$ cat src/sse_defs.vh
// Constants for the serial engine and host bus command interpreter
`ifndef SSE_DEFS_VH
`define SSE_DEFS_VH
`define SSE_MODE_RESET     8'h00
`define SSE_MODE_SERIAL    8'h02
`define SSE_MODE_BUS       8'h08
`define SSE_CMD_SETMODE    8'h80
`define SSE_CMD_SHIFT      8'h10
`define SSE_CMD_SET_LOW    8'h20
`define SSE_CMD_SET_HIGH   8'h21
`define SSE_CMD_GET_LOW    8'h22
`define SSE_CMD_GET_HIGH   8'h23
`define SSE_CMD_WAIT_HI    8'h30
`define SSE_CMD_WAIT_LO    8'h31
`define SSE_CMD_RD         8'h40
`define SSE_CMD_RD_EXT     8'h41
`define SSE_CMD_WR         8'h42
`define SSE_CMD_WR_EXT     8'h43
`define SSE_SYS_CLK_HZ     50000000
`define SSE_MAX_RATE_KBPS  5600
`define SSE_HALF_BIT_CYC   5
`define SSE_FIFO_DEPTH     8
`endif

$ cat src/sse_fifo.v
// Parameterised valid/ready FIFO
`default_nettype none
module sse_fifo #(
   parameter WIDTH = 8,
   parameter DEPTH = 8,
   parameter AW    = 3
) (
   // Clock and reset
   input  wire             sys_clk_i,
   input  wire             rstn_i,
   // Fill side
   input  wire             in_valid_i,
   output wire             in_ready_o,
   input  wire [WIDTH-1:0] in_data_i,
   // Drain side
   output wire             out_valid_o,
   input  wire             out_ready_i,
   output wire [WIDTH-1:0] out_data_o
);
   reg [WIDTH-1:0] mem [0:DEPTH-1];
   reg [AW-1:0]    wr_ptr_ff;
   reg [AW-1:0]    rd_ptr_ff;
   reg [AW:0]      count_ff;
   wire            push;
   wire            pop;
   assign in_ready_o  = (count_ff != DEPTH);
   assign out_valid_o = (count_ff != {(AW+1){1'b0}});
   assign out_data_o  = mem[rd_ptr_ff];
   assign push        = in_valid_i & in_ready_o;
   assign pop         = out_valid_o & out_ready_i;
   always @(posedge sys_clk_i) begin
      if (push) begin
         mem[wr_ptr_ff] <= in_data_i;
      end
   end
   always @(posedge sys_clk_i or negedge rstn_i) begin
      if (!rstn_i) begin
         wr_ptr_ff <= {AW{1'b0}};
         rd_ptr_ff <= {AW{1'b0}};
         count_ff  <= {(AW+1){1'b0}};
      end else begin
         if (push) begin
            wr_ptr_ff <= wr_ptr_ff + 1'b1;
         end
         if (pop) begin
            rd_ptr_ff <= rd_ptr_ff + 1'b1;
         end
         if (push & ~pop) begin
            count_ff <= count_ff + 1'b1;
         end else if (pop & ~push) begin
            count_ff <= count_ff - 1'b1;
         end
      end
   end
endmodule
`default_nettype wire

$ cat src/sse_top.v
// Command interpreter for serial engine and host bus emulation
`include "sse_defs.vh"
`default_nettype none
module sse_top (
   // Clock and reset
   input  wire        sys_clk_i,
   input  wire        rstn_i,
   // Command stream in
   input  wire        cmd_valid_i,
   output wire        cmd_ready_o,
   input  wire [7:0]  cmd_data_i,
   // Read-back stream out
   output wire        rsp_valid_o,
   input  wire        rsp_ready_i,
   output wire [7:0]  rsp_data_o,
   // Status
   output wire [7:0]  mode_o,
   output wire        busy_o,
   // Suspend control
   input  wire        power_enable_n_i,
   input  wire        suspend_pull_opt_i,
   output wire [7:0]  gp_pull_low_o,
   output wire [7:0]  muxbus_pull_low_o,
   // Serial engine pins
   output wire        serial_clock_out_o,
   output wire        serial_data_out_o,
   input  wire        serial_data_in_i,
   output wire        serial_select_o,
   // General-purpose lines, low nibble then high
   input  wire [7:0]  gp_line_i,
   output wire [7:0]  gp_line_o,
   output wire [7:0]  gp_line_oe_o,
   // Emulated host bus
   input  wire [7:0]  muxbus_i,
   output wire [7:0]  muxbus_o,
   output wire [7:0]  muxbus_oe_o,
   output wire [7:0]  upper_addr_o,
   output wire        addr_latch_o,
   output wire        bus_cs_n_o,
   output wire        bus_rd_n_o,
   output wire        bus_wr_n_o,
   input  wire        access_ready_in_i
);
   localparam ST_IDLE  = 4'h0;
   localparam ST_ARG1  = 4'h1;
   localparam ST_ARG2  = 4'h2;
   localparam ST_ARG3  = 4'h3;
   localparam ST_SHIFT = 4'h4;
   localparam ST_WAIT  = 4'h5;
   localparam ST_ALE   = 4'h6;
   localparam ST_ACC   = 4'h7;
   localparam ST_RESP  = 4'h8;
   localparam ST_HOLD  = 4'h9;
   // Input synchronisers
   reg [19:0] sync1_ff;
   reg [19:0] sync2_ff;
   wire       sdi_s   = sync2_ff[0];
   wire       rdy_s   = sync2_ff[1];
   wire       pwr_s   = sync2_ff[2];
   wire [7:0] gp_s    = sync2_ff[10:3];
   wire       opt_s   = sync2_ff[11];
   wire [7:0] mb_s    = sync2_ff[19:12];
   reg [3:0]  state_ff;
   reg [7:0]  mode_ff;
   reg [7:0]  op_ff;
   reg [7:0]  a1_ff;
   reg [7:0]  a2_ff;
   reg [7:0]  gp_out_ff;
   reg [7:0]  gp_dir_ff;
   reg        sck_ff;
   reg        sdo_ff;
   reg        sel_ff;
   reg [7:0]  shr_ff;
   reg [2:0]  bitcnt_ff;
   reg [2:0]  div_ff;
   reg [7:0]  upper_ff;
   reg [7:0]  mb_out_ff;
   reg        mb_oe_ff;
   reg        ale_ff;
   reg        cs_n_ff;
   reg        rd_n_ff;
   reg        wr_n_ff;
   reg [7:0]  rsp_ff;
   reg        rsp_v_ff;
   wire       fifo_ready;
   wire       take = cmd_valid_i & cmd_ready_o;
   wire       serial_on = (mode_ff == `SSE_MODE_SERIAL);
   wire       bus_on = (mode_ff == `SSE_MODE_BUS);
   // Number of argument bytes that follow an opcode
   function [1:0] arg_count;
      input [7:0] op;
      begin
         case (op)
            `SSE_CMD_SETMODE:  arg_count = 2'd1;
            `SSE_CMD_SHIFT:    arg_count = 2'd1;
            `SSE_CMD_SET_LOW:  arg_count = 2'd2;
            `SSE_CMD_SET_HIGH: arg_count = 2'd2;
            `SSE_CMD_RD:       arg_count = 2'd1;
            `SSE_CMD_RD_EXT:   arg_count = 2'd2;
            `SSE_CMD_WR:       arg_count = 2'd2;
            `SSE_CMD_WR_EXT:   arg_count = 2'd3;
            default:           arg_count = 2'd0;
         endcase
      end
   endfunction
   // Opcode legal for the current mode
   function op_allowed;
      input [7:0] op;
      input       ser;
      input       bus;
      begin
         case (op)
            `SSE_CMD_SETMODE: op_allowed = 1'b1;
            `SSE_CMD_SHIFT, `SSE_CMD_SET_LOW, `SSE_CMD_SET_HIGH,
            `SSE_CMD_GET_LOW, `SSE_CMD_GET_HIGH: op_allowed = ser;
            `SSE_CMD_WAIT_HI, `SSE_CMD_WAIT_LO: op_allowed = ser | bus;
            `SSE_CMD_RD, `SSE_CMD_RD_EXT, `SSE_CMD_WR,
            `SSE_CMD_WR_EXT: op_allowed = bus;
            default: op_allowed = 1'b0;
         endcase
      end
   endfunction
   assign cmd_ready_o = (state_ff == ST_IDLE) ? ~rsp_v_ff :
                        (state_ff <= ST_ARG3);
   assign busy_o = ~((state_ff == ST_IDLE) & ~rsp_v_ff);
   assign mode_o = mode_ff;
   always @(posedge sys_clk_i or negedge rstn_i) begin
      if (!rstn_i) begin
         sync1_ff <= 20'h00000;
         sync2_ff <= 20'h00000;
      end else begin
         sync1_ff <= {muxbus_i, suspend_pull_opt_i, gp_line_i,
                      power_enable_n_i, access_ready_in_i, serial_data_in_i};
         sync2_ff <= sync1_ff;
      end
   end
   always @(posedge sys_clk_i or negedge rstn_i) begin
      if (!rstn_i) begin
         state_ff  <= ST_IDLE;
         mode_ff   <= `SSE_MODE_RESET;
         op_ff     <= 8'h00;
         a1_ff     <= 8'h00;
         a2_ff     <= 8'h00;
         gp_out_ff <= 8'h00;
         gp_dir_ff <= 8'h00;
         sck_ff    <= 1'b0;
         sdo_ff    <= 1'b0;
         sel_ff    <= 1'b1;
         shr_ff    <= 8'h00;
         bitcnt_ff <= 3'd0;
         div_ff    <= 3'd0;
         upper_ff  <= 8'h00;
         mb_out_ff <= 8'h00;
         mb_oe_ff  <= 1'b0;
         ale_ff    <= 1'b0;
         cs_n_ff   <= 1'b1;
         rd_n_ff   <= 1'b1;
         wr_n_ff   <= 1'b1;
         rsp_ff    <= 8'h00;
         rsp_v_ff  <= 1'b0;
      end else begin
         if (rsp_v_ff & fifo_ready) begin
            rsp_v_ff <= 1'b0;
         end
         case (state_ff)
            ST_IDLE: begin
               if (take) begin
                  op_ff <= cmd_data_i;
                  if (!op_allowed(cmd_data_i, serial_on, bus_on)) begin
                     state_ff <= ST_IDLE;
                  end else if (arg_count(cmd_data_i) != 2'd0) begin
                     state_ff <= ST_ARG1;
                  end else if (cmd_data_i == `SSE_CMD_GET_LOW) begin
                     rsp_ff   <= {4'h0, gp_s[3:0]};
                     state_ff <= ST_RESP;
                  end else if (cmd_data_i == `SSE_CMD_GET_HIGH) begin
                     rsp_ff   <= {4'h0, gp_s[7:4]};
                     state_ff <= ST_RESP;
                  end else begin
                     state_ff <= ST_WAIT;
                  end
               end
            end
            ST_ARG1: begin
               if (take) begin
                  a1_ff <= cmd_data_i;
                  if (op_ff == `SSE_CMD_SETMODE) begin
                     // Any value but 02 or 08 idles everything; bytes already in the read-back FIFO stay queued
                     mode_ff   <= (cmd_data_i == `SSE_MODE_SERIAL ||
                                   cmd_data_i == `SSE_MODE_BUS) ?
                                  cmd_data_i : `SSE_MODE_RESET;
                     gp_dir_ff <= 8'h00;
                     gp_out_ff <= 8'h00;
                     sel_ff    <= 1'b1;
                     sck_ff    <= 1'b0;
                     sdo_ff    <= 1'b0;
                     mb_oe_ff  <= 1'b0;
                     upper_ff  <= 8'h00;
                     rsp_v_ff  <= 1'b0;
                     state_ff  <= ST_IDLE;
                  end else if (op_ff == `SSE_CMD_SHIFT) begin
                     shr_ff    <= cmd_data_i;
                     sdo_ff    <= cmd_data_i[7];
                     sel_ff    <= 1'b0;
                     bitcnt_ff <= 3'd0;
                     div_ff    <= 3'd0;
                     state_ff  <= ST_SHIFT;
                  end else if (op_ff == `SSE_CMD_RD) begin
                     state_ff <= ST_ALE;
                  end else begin
                     state_ff <= ST_ARG2;
                  end
               end
            end
            ST_ARG2: begin
               if (take) begin
                  a2_ff <= cmd_data_i;
                  if (op_ff == `SSE_CMD_SET_LOW) begin
                     gp_out_ff[3:0] <= a1_ff[3:0];
                     gp_dir_ff[3:0] <= cmd_data_i[3:0];
                     state_ff <= ST_IDLE;
                  end else if (op_ff == `SSE_CMD_SET_HIGH) begin
                     gp_out_ff[7:4] <= a1_ff[3:0];
                     gp_dir_ff[7:4] <= cmd_data_i[3:0];
                     state_ff <= ST_IDLE;
                  end else if (op_ff == `SSE_CMD_RD_EXT) begin
                     upper_ff <= a1_ff;
                     a1_ff    <= cmd_data_i;
                     state_ff <= ST_ALE;
                  end else if (op_ff == `SSE_CMD_WR) begin
                     state_ff <= ST_ALE;
                  end else begin
                     state_ff <= ST_ARG3;
                  end
               end
            end
            ST_ARG3: begin
               if (take) begin
                  upper_ff <= a1_ff;
                  a1_ff    <= a2_ff;
                  a2_ff    <= cmd_data_i;
                  state_ff <= ST_ALE;
               end
            end
            ST_SHIFT: begin
               // MSB first, data in sampled on rising clock edge
               if (div_ff == `SSE_HALF_BIT_CYC - 1) begin
                  div_ff <= 3'd0;
                  sck_ff <= ~sck_ff;
                  if (!sck_ff) begin
                     shr_ff <= {shr_ff[6:0], sdi_s};
                  end else if (bitcnt_ff == 3'd7) begin
                     sel_ff   <= 1'b1;
                     rsp_ff   <= shr_ff;
                     state_ff <= ST_RESP;
                  end else begin
                     bitcnt_ff <= bitcnt_ff + 3'd1;
                     sdo_ff    <= shr_ff[7];
                  end
               end else begin
                  div_ff <= div_ff + 3'd1;
               end
            end
            ST_WAIT: begin
               if (gp_s[5] == (op_ff == `SSE_CMD_WAIT_HI)) begin
                  state_ff <= ST_IDLE;
               end
            end
            ST_ALE: begin
               // Address phase: bus driven, latch pulse high
               mb_out_ff <= a1_ff;
               mb_oe_ff  <= 1'b1;
               ale_ff    <= ~ale_ff;
               if (ale_ff) begin
                  cs_n_ff <= 1'b0;
                  if (op_ff[1]) begin
                     mb_out_ff <= a2_ff;
                     wr_n_ff   <= 1'b0;
                  end else begin
                     mb_oe_ff <= 1'b0;
                     rd_n_ff  <= 1'b0;
                  end
                  div_ff   <= 3'd0;
                  state_ff <= ST_ACC;
               end
            end
            ST_ACC: begin
               if (div_ff != `SSE_HALF_BIT_CYC - 1) begin
                  div_ff <= div_ff + 3'd1;
               end else if (rdy_s) begin
                  cs_n_ff <= 1'b1;
                  rd_n_ff <= 1'b1;
                  wr_n_ff <= 1'b1;
                  if (!op_ff[1]) begin
                     rsp_ff   <= mb_s;
                     state_ff <= ST_RESP;
                  end else begin
                     state_ff <= ST_HOLD;
                  end
               end
            end
            ST_RESP: begin
               rsp_v_ff <= 1'b1;
               state_ff <= ST_IDLE;
            end
            ST_HOLD: begin
               mb_oe_ff <= 1'b0;
               state_ff <= ST_IDLE;
            end
            default: state_ff <= ST_IDLE;
         endcase
      end
   end
   // Read-back buffer; back-pressure stalls the interpreter
   sse_fifo #(
      .WIDTH (8),
      .DEPTH (`SSE_FIFO_DEPTH),
      .AW    (3)
   ) u_rsp_fifo (
      .sys_clk_i   (sys_clk_i),
      .rstn_i      (rstn_i),
      .in_valid_i  (rsp_v_ff),
      .in_ready_o  (fifo_ready),
      .in_data_i   (rsp_ff),
      .out_valid_o (rsp_valid_o),
      .out_ready_i (rsp_ready_i),
      .out_data_o  (rsp_data_o)
   );
   // Only the first channel's pins carry the serial engine
   assign serial_clock_out_o = serial_on & sck_ff;
   assign serial_data_out_o  = serial_on & sdo_ff;
   assign serial_select_o    = ~serial_on | sel_ff;
   assign gp_line_o          = gp_out_ff;
   assign gp_line_oe_o       = serial_on ? gp_dir_ff : 8'h00;
   assign gp_pull_low_o      = (opt_s & pwr_s) ?
                               ~gp_line_oe_o : 8'h00;
   // Both channels form one bus in bus mode
   assign muxbus_o           = mb_out_ff;
   assign muxbus_oe_o        = (bus_on & mb_oe_ff) ? 8'hFF : 8'h00;
   assign muxbus_pull_low_o  = (opt_s & pwr_s) ?
                               ~muxbus_oe_o : 8'h00;
   assign upper_addr_o       = bus_on ? upper_ff : 8'h00;
   assign addr_latch_o       = bus_on & ale_ff;
   assign bus_cs_n_o         = ~bus_on | cs_n_ff;
   assign bus_rd_n_o         = ~bus_on | rd_n_ff;
   assign bus_wr_n_o         = ~bus_on | wr_n_ff;
endmodule
`default_nettype wire
$ cat config.mk
export PLATFORM = sky130hd
export DESIGN_NAME = sse_top
export DESIGN_NICKNAME = d
export VERILOG_FILES = /design/src/sse_fifo.v /design/src/sse_top.v
export VERILOG_INCLUDE_DIRS = /design/src
export SDC_FILE = /design/constraint.sdc
export NUM_CORES = 1
export LEC_CHECK = 0
export ABC_AREA = 1
export BUFFER_PORTS_ARGS = -buffer_cell sky130_fd_sc_hd__buf_2
export CORE_AREA = 2 2 132 147
export CTS_CLUSTER_DIAMETER = 100
export DETAILED_ROUTE_END_ITERATION = 6
export DIE_AREA = 0 0 134 149
export GPL_TIMING_DRIVEN = 0
export PLACE_DENSITY_LB_ADDON = 0.1
export REMOVE_ABC_BUFFERS = 1
export SKIP_LAST_GASP = 1
export SYNTH_ARGS = -nofsm -noshare
export SYNTH_HDL_FRONTEND = slang
export SYNTH_SLANG_ARGS = --single-unit
export TNS_END_PERCENT = 20
$ cat constraint.sdc
create_clock -name sys_clk_i -period 2.2 [get_ports sys_clk_i]
set_input_delay 0.11 -clock sys_clk_i [delete_from_list [all_inputs] [get_ports sys_clk_i]]
set_output_delay 0.11 -clock sys_clk_i [all_outputs]
set_load 0.05 [all_outputs]
==> summary.txt, run 1 <==
Post-Syn Instances - 1018
Slew headroom - 34.2%
Most used cell, CP - nor2_1
Most common library cells after synthesis - nand2_1 (257), dfrtp_1 (145), nor2_1 (144)
CP max FO - 16
Drt total wl - 21.5 mm
Final critical-path share of the clock period - 99.2%
Largest net degree at the start of global routing - 84
Critical path class - register to primary output
Post-synth EDFFs - 64
Final Setup Violations - 0
Share of post-route cells with drive strength above 1 - 20.5%
Placed Cells - 1340
Vias in the first global route - 6853
Setup_tns - 0 ns
Async S/R FF share, synth - 70.0%
Post-placement worst setup slack - -0.682 ns
Die H - 149 µm
Global placement routability congestion - 0.857
DRC - 0
Hpwl dp - 14.4 mm
Least-Margin Pin Slew - 0.982 ns
Drt pass-1 iters - 5
Synth area leader - dfrtp_1
Via Count - 7182
Starting density of the core - 50.4%
WL/cell - 15.1 µm
Die width - 134 µm
Endpoint, Worst Hold - op_ff[4]
RSZ-0062 raised after global routing - yes
Hold WC Path Type - input port to register
Worst R2R Start - op_ff[1]
Vias/cell - 5.04
Die area - 0.0200 mm²
Hold Fails Final Rpt - 0
Most frequent cell after synthesis - nand2_1
Top_reg_cell synth - dfrtp_1
IO Count - 114
Hold Path Depth - 3
Status - finished clean
Yosys reg bits - 213
H-tree levels - 1
GRT Residual Overflow - 0
Clock Latency Late Sink - 0.50 ns
Max_cap viols - 0
CTS sink count - 213
Area of the multi-input gates - 0.00329 mm²
Worst EP required - 2.09 ns
Final #Nets - 1205
Worst EP arrival - 2.07 ns
Count of cell types in the netlist - 38
Initial antenna violation count - 0
Core Area - 0.0186 mm²
Max Fclk - 458 MHz
GRT Total Usage - 22.1%
Crit-path slowest cell - dfrtp_4
Placed inst area - 0.0101 mm²
Synth area leaders - dfrtp_1 (39%), edfxtp_1 (20%), nand2_1 (10%)
Period minus WS final - 2.18 ns
P&R area growth vs syn - 21.4%
Post-route cell area - 0.0114 mm²
Type of origin of the critical path - register
Post-route ant nets - 0
Mapped Area - 0.00940 mm²
Slew Limit Fails - 0
Fin worst setup slack - 0.0187 ns
Pwr dens - 1300 mW/mm²
CTS tree - built
Initial drt markers - 458
Clock buffer depth - 3
Worst reg2reg endpoint - gp_line_o[7]
Site Rows - 53
CP max stage delay - 0.54 ns
Worst path cell trace - clkinvlp_4, buf_12, nor2_1, o22ai_1, nor2_1, a31oi_1, clkbuf_4
Yosys warnings - 0
Hold_sp - cmd_data_i[4]
Root buf cell - clkbuf_16
Total CTS buffers - 22
Leakage - 5.26 nW
Worst-path clk slew - 0.06 ns
Final clock skew - 0.0115 ns
Reg2Reg Setup Slack - 0.07 ns
IO Port Bufs - 113
Mapped Avg Cell Area - 9.23 µm²
Hold Slack - 0.0253 ns
Register area - 0.00567 mm²
Crit path capture type - primary output
Seq/Total Area, Yosys - 60.2%
Peak VDD IR - 0.000799 V
Fillers - 1619
Fin cells - 1426
Diodes inserted - 0
Depth of the most critical reg-to-reg path - 10
Post-synth top area share - 38.6%
First-pass GRT wire length - 34.8 mm
==> critical path, delay by kind of cell, from the launching register on <==
| kind | cells | cell delay (ns) |
|---|---|---|
| compound gates | 2 | 0.38 |
| buf+inv | 3 | 0.53 |
| flops | 1 | 0.54 |
| simple gates | 2 | 0.10 |
==> per-stage QoR <==
stage                     power, mW  util (%)
final                          14.9      61.2
after global routing           15.9      61.2
after CTS                      14.7      60.4
after detailed placement       10.8      54.2
after global placement         10.7      53.9
after floorplan                9.38         -
==> cell families (layout without fill, tap and decap cells) <==
family,count (synthesis),in the layout,share of synthesized area (%)
XOR/XNOR,7,7,0.652
AO/OA/AOI/OAI,182,182,11.0
adder cells (fa/ha/maj),10,10,1.41
AND/OR/NAND/NOR,470,470,20.6
buffers and inverters,136,297,6.23
flip-flops,213,213,60.2
==> routing by layer <==
| layer | track usage (%) | up-vias | part of all wire, % |
|---|---|---|---|
| met5 | 0 | - | 0 |
| met2 | 39.0 | 162 | 49 |
| met4 | 5.74 | 0 | 1.7 |
| li1 | - | 3602 | - |
| met1 | 29.0 | 3389 | 45 |
| met3 | 2.65 | 29 | 4.4 |
==> sequential cells by signal, summed over array words and instances (netlist names), 3 cells and up <==
signal,flops
gp_line_o,8
a2_ff,8
bitcnt_ff,3
u_rsp_fifo.count_ff,4
a1_ff,8
div_ff,3
gp_dir_ff,8
u_rsp_fifo.rd_ptr_ff,3
shr_ff,8
sync1_ff,20
sync2_ff,20
muxbus_o,8
u_rsp_fifo.mem,64
op_ff,8
upper_ff,8
u_rsp_fifo.wr_ptr_ff,3
rsp_ff,8
state_ff,4
mode_o,8
==> final cells by class <==
class,instances,share of cell area (%)
Sequential cell,213,49.7
Multi-Input combinational cell,669,28.9
Timing Repair Buffer,160,9.47
Clock buffer,31,5.57
Inverter,96,3.22
Tap cell,247,2.71
Clock inverter,9,0.450
Timing Repair inverter,1,0.0658
==> where the power goes <==
group	switching [mW]	leakage, nW	total, mW	internal, mW
clock	1.50	0.339	3.52	2.02
combinational	4.02	2.44	5.80	1.78
sequential	0.627	2.48	5.57	4.94
total	6.14	5.26	14.9	8.75
==> timing repair <==
action                                 4_1_cts  5_1_grt
gates resized for setup                     23       23
setup endpoints to repair                  150      163
endpoints found under the hold margin      112        0
hold buffers                                26        0
buffers inserted                            12        7
pin swaps                                    0        4
cloned                                       1        0
==> layout by cell type, fill, tap and decap left out, drive strengths merged <==
master,Yosys,final
xnor2,3,3
nor3,9,9
o22ai,8,8
buf,21,133
clkinv,1,7
or2,3,3
dfrtp,145,145
nand4,10,10
o211ai,6,6
fa,1,1
nand3,36,36
clkbuf,19,32
edfxtp,64,64
a21oi,21,21
ha,9,9
clkinvlp,0,5
o2111ai,1,1
nor2,150,150
o32ai,1,1
nand2,262,262
inv,95,94
dfstp,4,4
xor2,4,4
o21ai,132,132
a21o,1,1
dlygate4sd3,0,26
a31oi,12,12
==> worst max-delay path by stage <==
stage / start / to / slack, ns / cells after the start
global route: u_rsp_fifo.count_ff[1] / u_rsp_fifo.count_ff[3] / -0.11 / 11
floorplan: mode_o[4] / muxbus_pull_low_o[0] / -12.35 / 6
finish: u_rsp_fifo.rd_ptr_ff[0] / rsp_data_o[3] / 0.02 / 7
detailed placement: u_rsp_fifo.rd_ptr_ff[0] / rsp_data_o[3] / -0.68 / 6
CTS: u_rsp_fifo.count_ff[0] / u_rsp_fifo.mem[4][4] / -0.17 / 5
global placement: rstn_i / sync1_ff[12] / -1.23 / 1
(Power assumes the default switching activity.)
==> run 2: changes to the inputs <==
--- a/config.mk
+++ b/config.mk
@@ -12,8 +12,7 @@
 export CTS_CLUSTER_DIAMETER = 100
 export DETAILED_ROUTE_END_ITERATION = 6
 export DIE_AREA = 0 0 134 149
-export GPL_TIMING_DRIVEN = 0
-export PLACE_DENSITY_LB_ADDON = 0.1
+export PLACE_DENSITY = 0.82
 export REMOVE_ABC_BUFFERS = 1
 export SKIP_LAST_GASP = 1
 export SYNTH_ARGS = -nofsm -noshare
==> summary.txt, run 2 (same netlist as run 1, synthesis figures left out) <==
Largest net degree at the start of global routing - 58 (-31%)
Worst Setup EP - u_rsp_fifo.count_ff[3]
Pwr dens - 1280 mW/mm² (-1.9%)
Max reg flops - 64 (unchanged)
Top reg by flops - u_rsp_fifo.mem
Clock Latency Late Sink - 0.49 ns (about the same)
Final critical-path share of the clock period - 99.8% (+0.63 points)
Slew headroom - 41.3% (+7.1 points)
Period minus WS final - 2.20 ns (+0.0138 ns)
CP max FO - 3 (-13)
Post-route ant nets - 0 (unchanged)
Drt total wl - 21.9 mm (+1.5%)
Peak VDD IR - 0.000777 V (-2.7%)
Share of post-route cells with drive strength above 1 - 19.8% (-0.74 points)
Leakage - 5.33 nW (+1.4%)
Fillers - 1482 (-8.5%)
Root buf cell - clkbuf_16
First-pass GRT wire length - 35.9 mm (+3.0%)
Final Core Density - 61.1% (-0.13 points)
GRT Residual Overflow - 0 (unchanged)
Final clock skew - 0.0137 ns (+0.00222 ns)
Final #Nets - 1225 (+1.7%)
Depth of the most critical reg-to-reg path - 11 (+1)
Die width - 134 µm (unchanged)
Most frequent cells in the layout - nand2_1 (255), dfrtp_1 (145), nor2_1 (141)
GRT Total Usage - 22.5% (+0.43 points)
P&R area growth vs syn - 21.1%
Hold WC Path Type - input port to register
Slew Limit Fails - 0 (unchanged)
Final Setup Violations - 0 (unchanged)
CTS sink count - 213 (unchanged)
Die area - 0.0200 mm² (unchanged)
IO Port Bufs - 113 (unchanged)
Biggest regs - u_rsp_fifo.mem (64), sync1_ff (20), sync2_ff (20)
Worst reg2reg endpoint - u_rsp_fifo.count_ff[3]
RSZ-0062 raised after global routing - yes
Global placement routability congestion - 0.937 (+9.3%)
Max Fclk - 456 MHz (-0.63%)
DRC - 0 (unchanged)
Crit path capture type - register
Worst EP required - 2.60 ns (+0.51 ns)
Max_cap viols - 0 (unchanged)
Worst EP arrival - 2.60 ns (+0.53 ns)
Reg2Reg Setup Slack - 0.005 ns (-0.07 ns)
Hold Fails Final Rpt - 0 (unchanged)
Drt pass-1 iters - 5 (unchanged)
Type of origin of the critical path - register
Final Power - 14.6 mW (-2.1%)
Core Area - 0.0186 mm² (unchanged)
Hold Slack - 0.0519 ns (+0.0267 ns)
Initial drt markers - 691 (+51%)
Starting density of the core - 50.4% (unchanged)
IO Count - 114 (unchanged)
Status - finished clean
Site Rows - 53 (unchanged)
Diodes inserted - 0 (unchanged)
Total CTS buffers - 21 (-4.5%)
Initial antenna violation count - 0 (unchanged)
Commonest non-fill, non-tap cell in the layout - nand2_1
Least-Margin Pin Slew - 0.881 ns (-0.102 ns)
GR Util met1 - 28.5% (-0.49 points)
Worst Setup SP - u_rsp_fifo.count_ff[1]
Top Usage Layer GRT - met2
Worst R2R Start - u_rsp_fifo.count_ff[1]
Critical path class - register to register
H-tree levels - 1 (unchanged)
M3 GR Usage - 2.99% (+0.34 points)
Via Count - 7527 (+4.8%)
GR met2 Demand/Resource - 38.8% (-0.23 points)
Clock buffer depth - 3 (unchanged)
CTS tree - built
Die H - 149 µm (unchanged)
Worst-path clk slew - 0.06 ns (about the same)
Hpwl dp - 15.1 mm (+5.3%)
Vias in the first global route - 7387 (+7.8%)
WL/cell - 15.1 µm (+0.19%)
Vias/cell - 5.21 (+3.4%)
-- run 2: cell types whose count changed in the layout (fill, tap and decap cells not counted), moves of 3 or more --
| cell | delta |
|---|---|
| clkinvlp_4 | -4 |
| dfrtp_1 | +5 |
| buf_4 | +21 |
| nor2_4 | -5 |
| dfrtp_2 | -3 |
| nor2_1 | +9 |
| clkinv_2 | -3 |
| buf_2 | +3 |
| nand2_1 | +3 |
| nor2_2 | -4 |
-- run 2: power breakdown --
group	leakage (nW)	total [mW]	switching (mW)	internal (mW)
Sequential	2.49	5.49	0.566	4.93
Clock	0.328	3.44	1.42	2.01
Combinational	2.52	5.65	4.00	1.64
Total	5.33	14.6	5.99	8.58
-- run 2: layout make-up --
type / count / area (µm²) / area share, %
Multi-Input combinational cell: 669 / 3180 / 28.0
Inverter: 96 / 364 / 3.20
Sequential cell: 213 / 5660 / 49.7
Timing Repair Buffer: 182 / 1210 / 10.6
Tap cell: 247 / 309 / 2.71
Clock buffer: 32 / 601 / 5.27
Clock inverter: 6 / 62.6 / 0.549
-- run 2: worst min path at each step --
stage                   from  cells past startpoint           to  slack, ns
2_1_floorplan         rstn_i                      0     a1_ff[0]      -0.19
3_3_place_gp          rstn_i                      1  muxbus_o[5]       0.11
3_5_place_dp          rstn_i                      1  muxbus_o[5]       0.12
4_1_cts        cmd_data_i[5]                      4    mode_o[3]       0.03
5_1_grt        cmd_data_i[5]                      4    mode_o[1]       0.09
6_report       cmd_data_i[5]                      4    mode_o[1]       0.05
-- run 2: metal layers --
metal / vias up / wire length (µm) / share of wire [%]
met1: 3538 / 8970 / 41
met2: 280 / 11000 / 50
met3: 63 / 1130 / 5.1
li1: 3646 / - / -
met5: - / 0 / 0
met4: 0 / 814 / 3.7
-- run 2: timing repair --
item | 4_1_cts | 5_1_grt
setup endpoints to repair | 18 | 73
gates resized for setup | 2 | 8
hold buffers | 26 | 0
pin swaps | 0 | 1
endpoints found under the hold margin | 86 | 0
buffers inserted | 0 | 6
-- run 2: critical path: stages, from the launching register on --
cell     delay (ns)
dfrtp_1        0.36
nor2_2         0.05
buf_4          0.13
a31oi_1        0.21
ha_1           0.25
inv_1          0.11
ha_1           0.30
a21o_1         0.18
a21oi_1        0.16
nor2_1         0.06
nor2_1         0.12
xor2_1         0.17
-- run 2: stage by stage --
step	area (µm²)	setup slack (ns)	setup TNS, ns	instances
after floorplan	9180	-12.35	-137.71	978
after global placement	10400	0.109	0	1375
after detailed placement	10400	0.0144	0	1375
after CTS	11300	-0.0197	-0.0215	1439
after global routing	11400	-0.120	-2.45	1445
final	11400	0.00490	0	1445
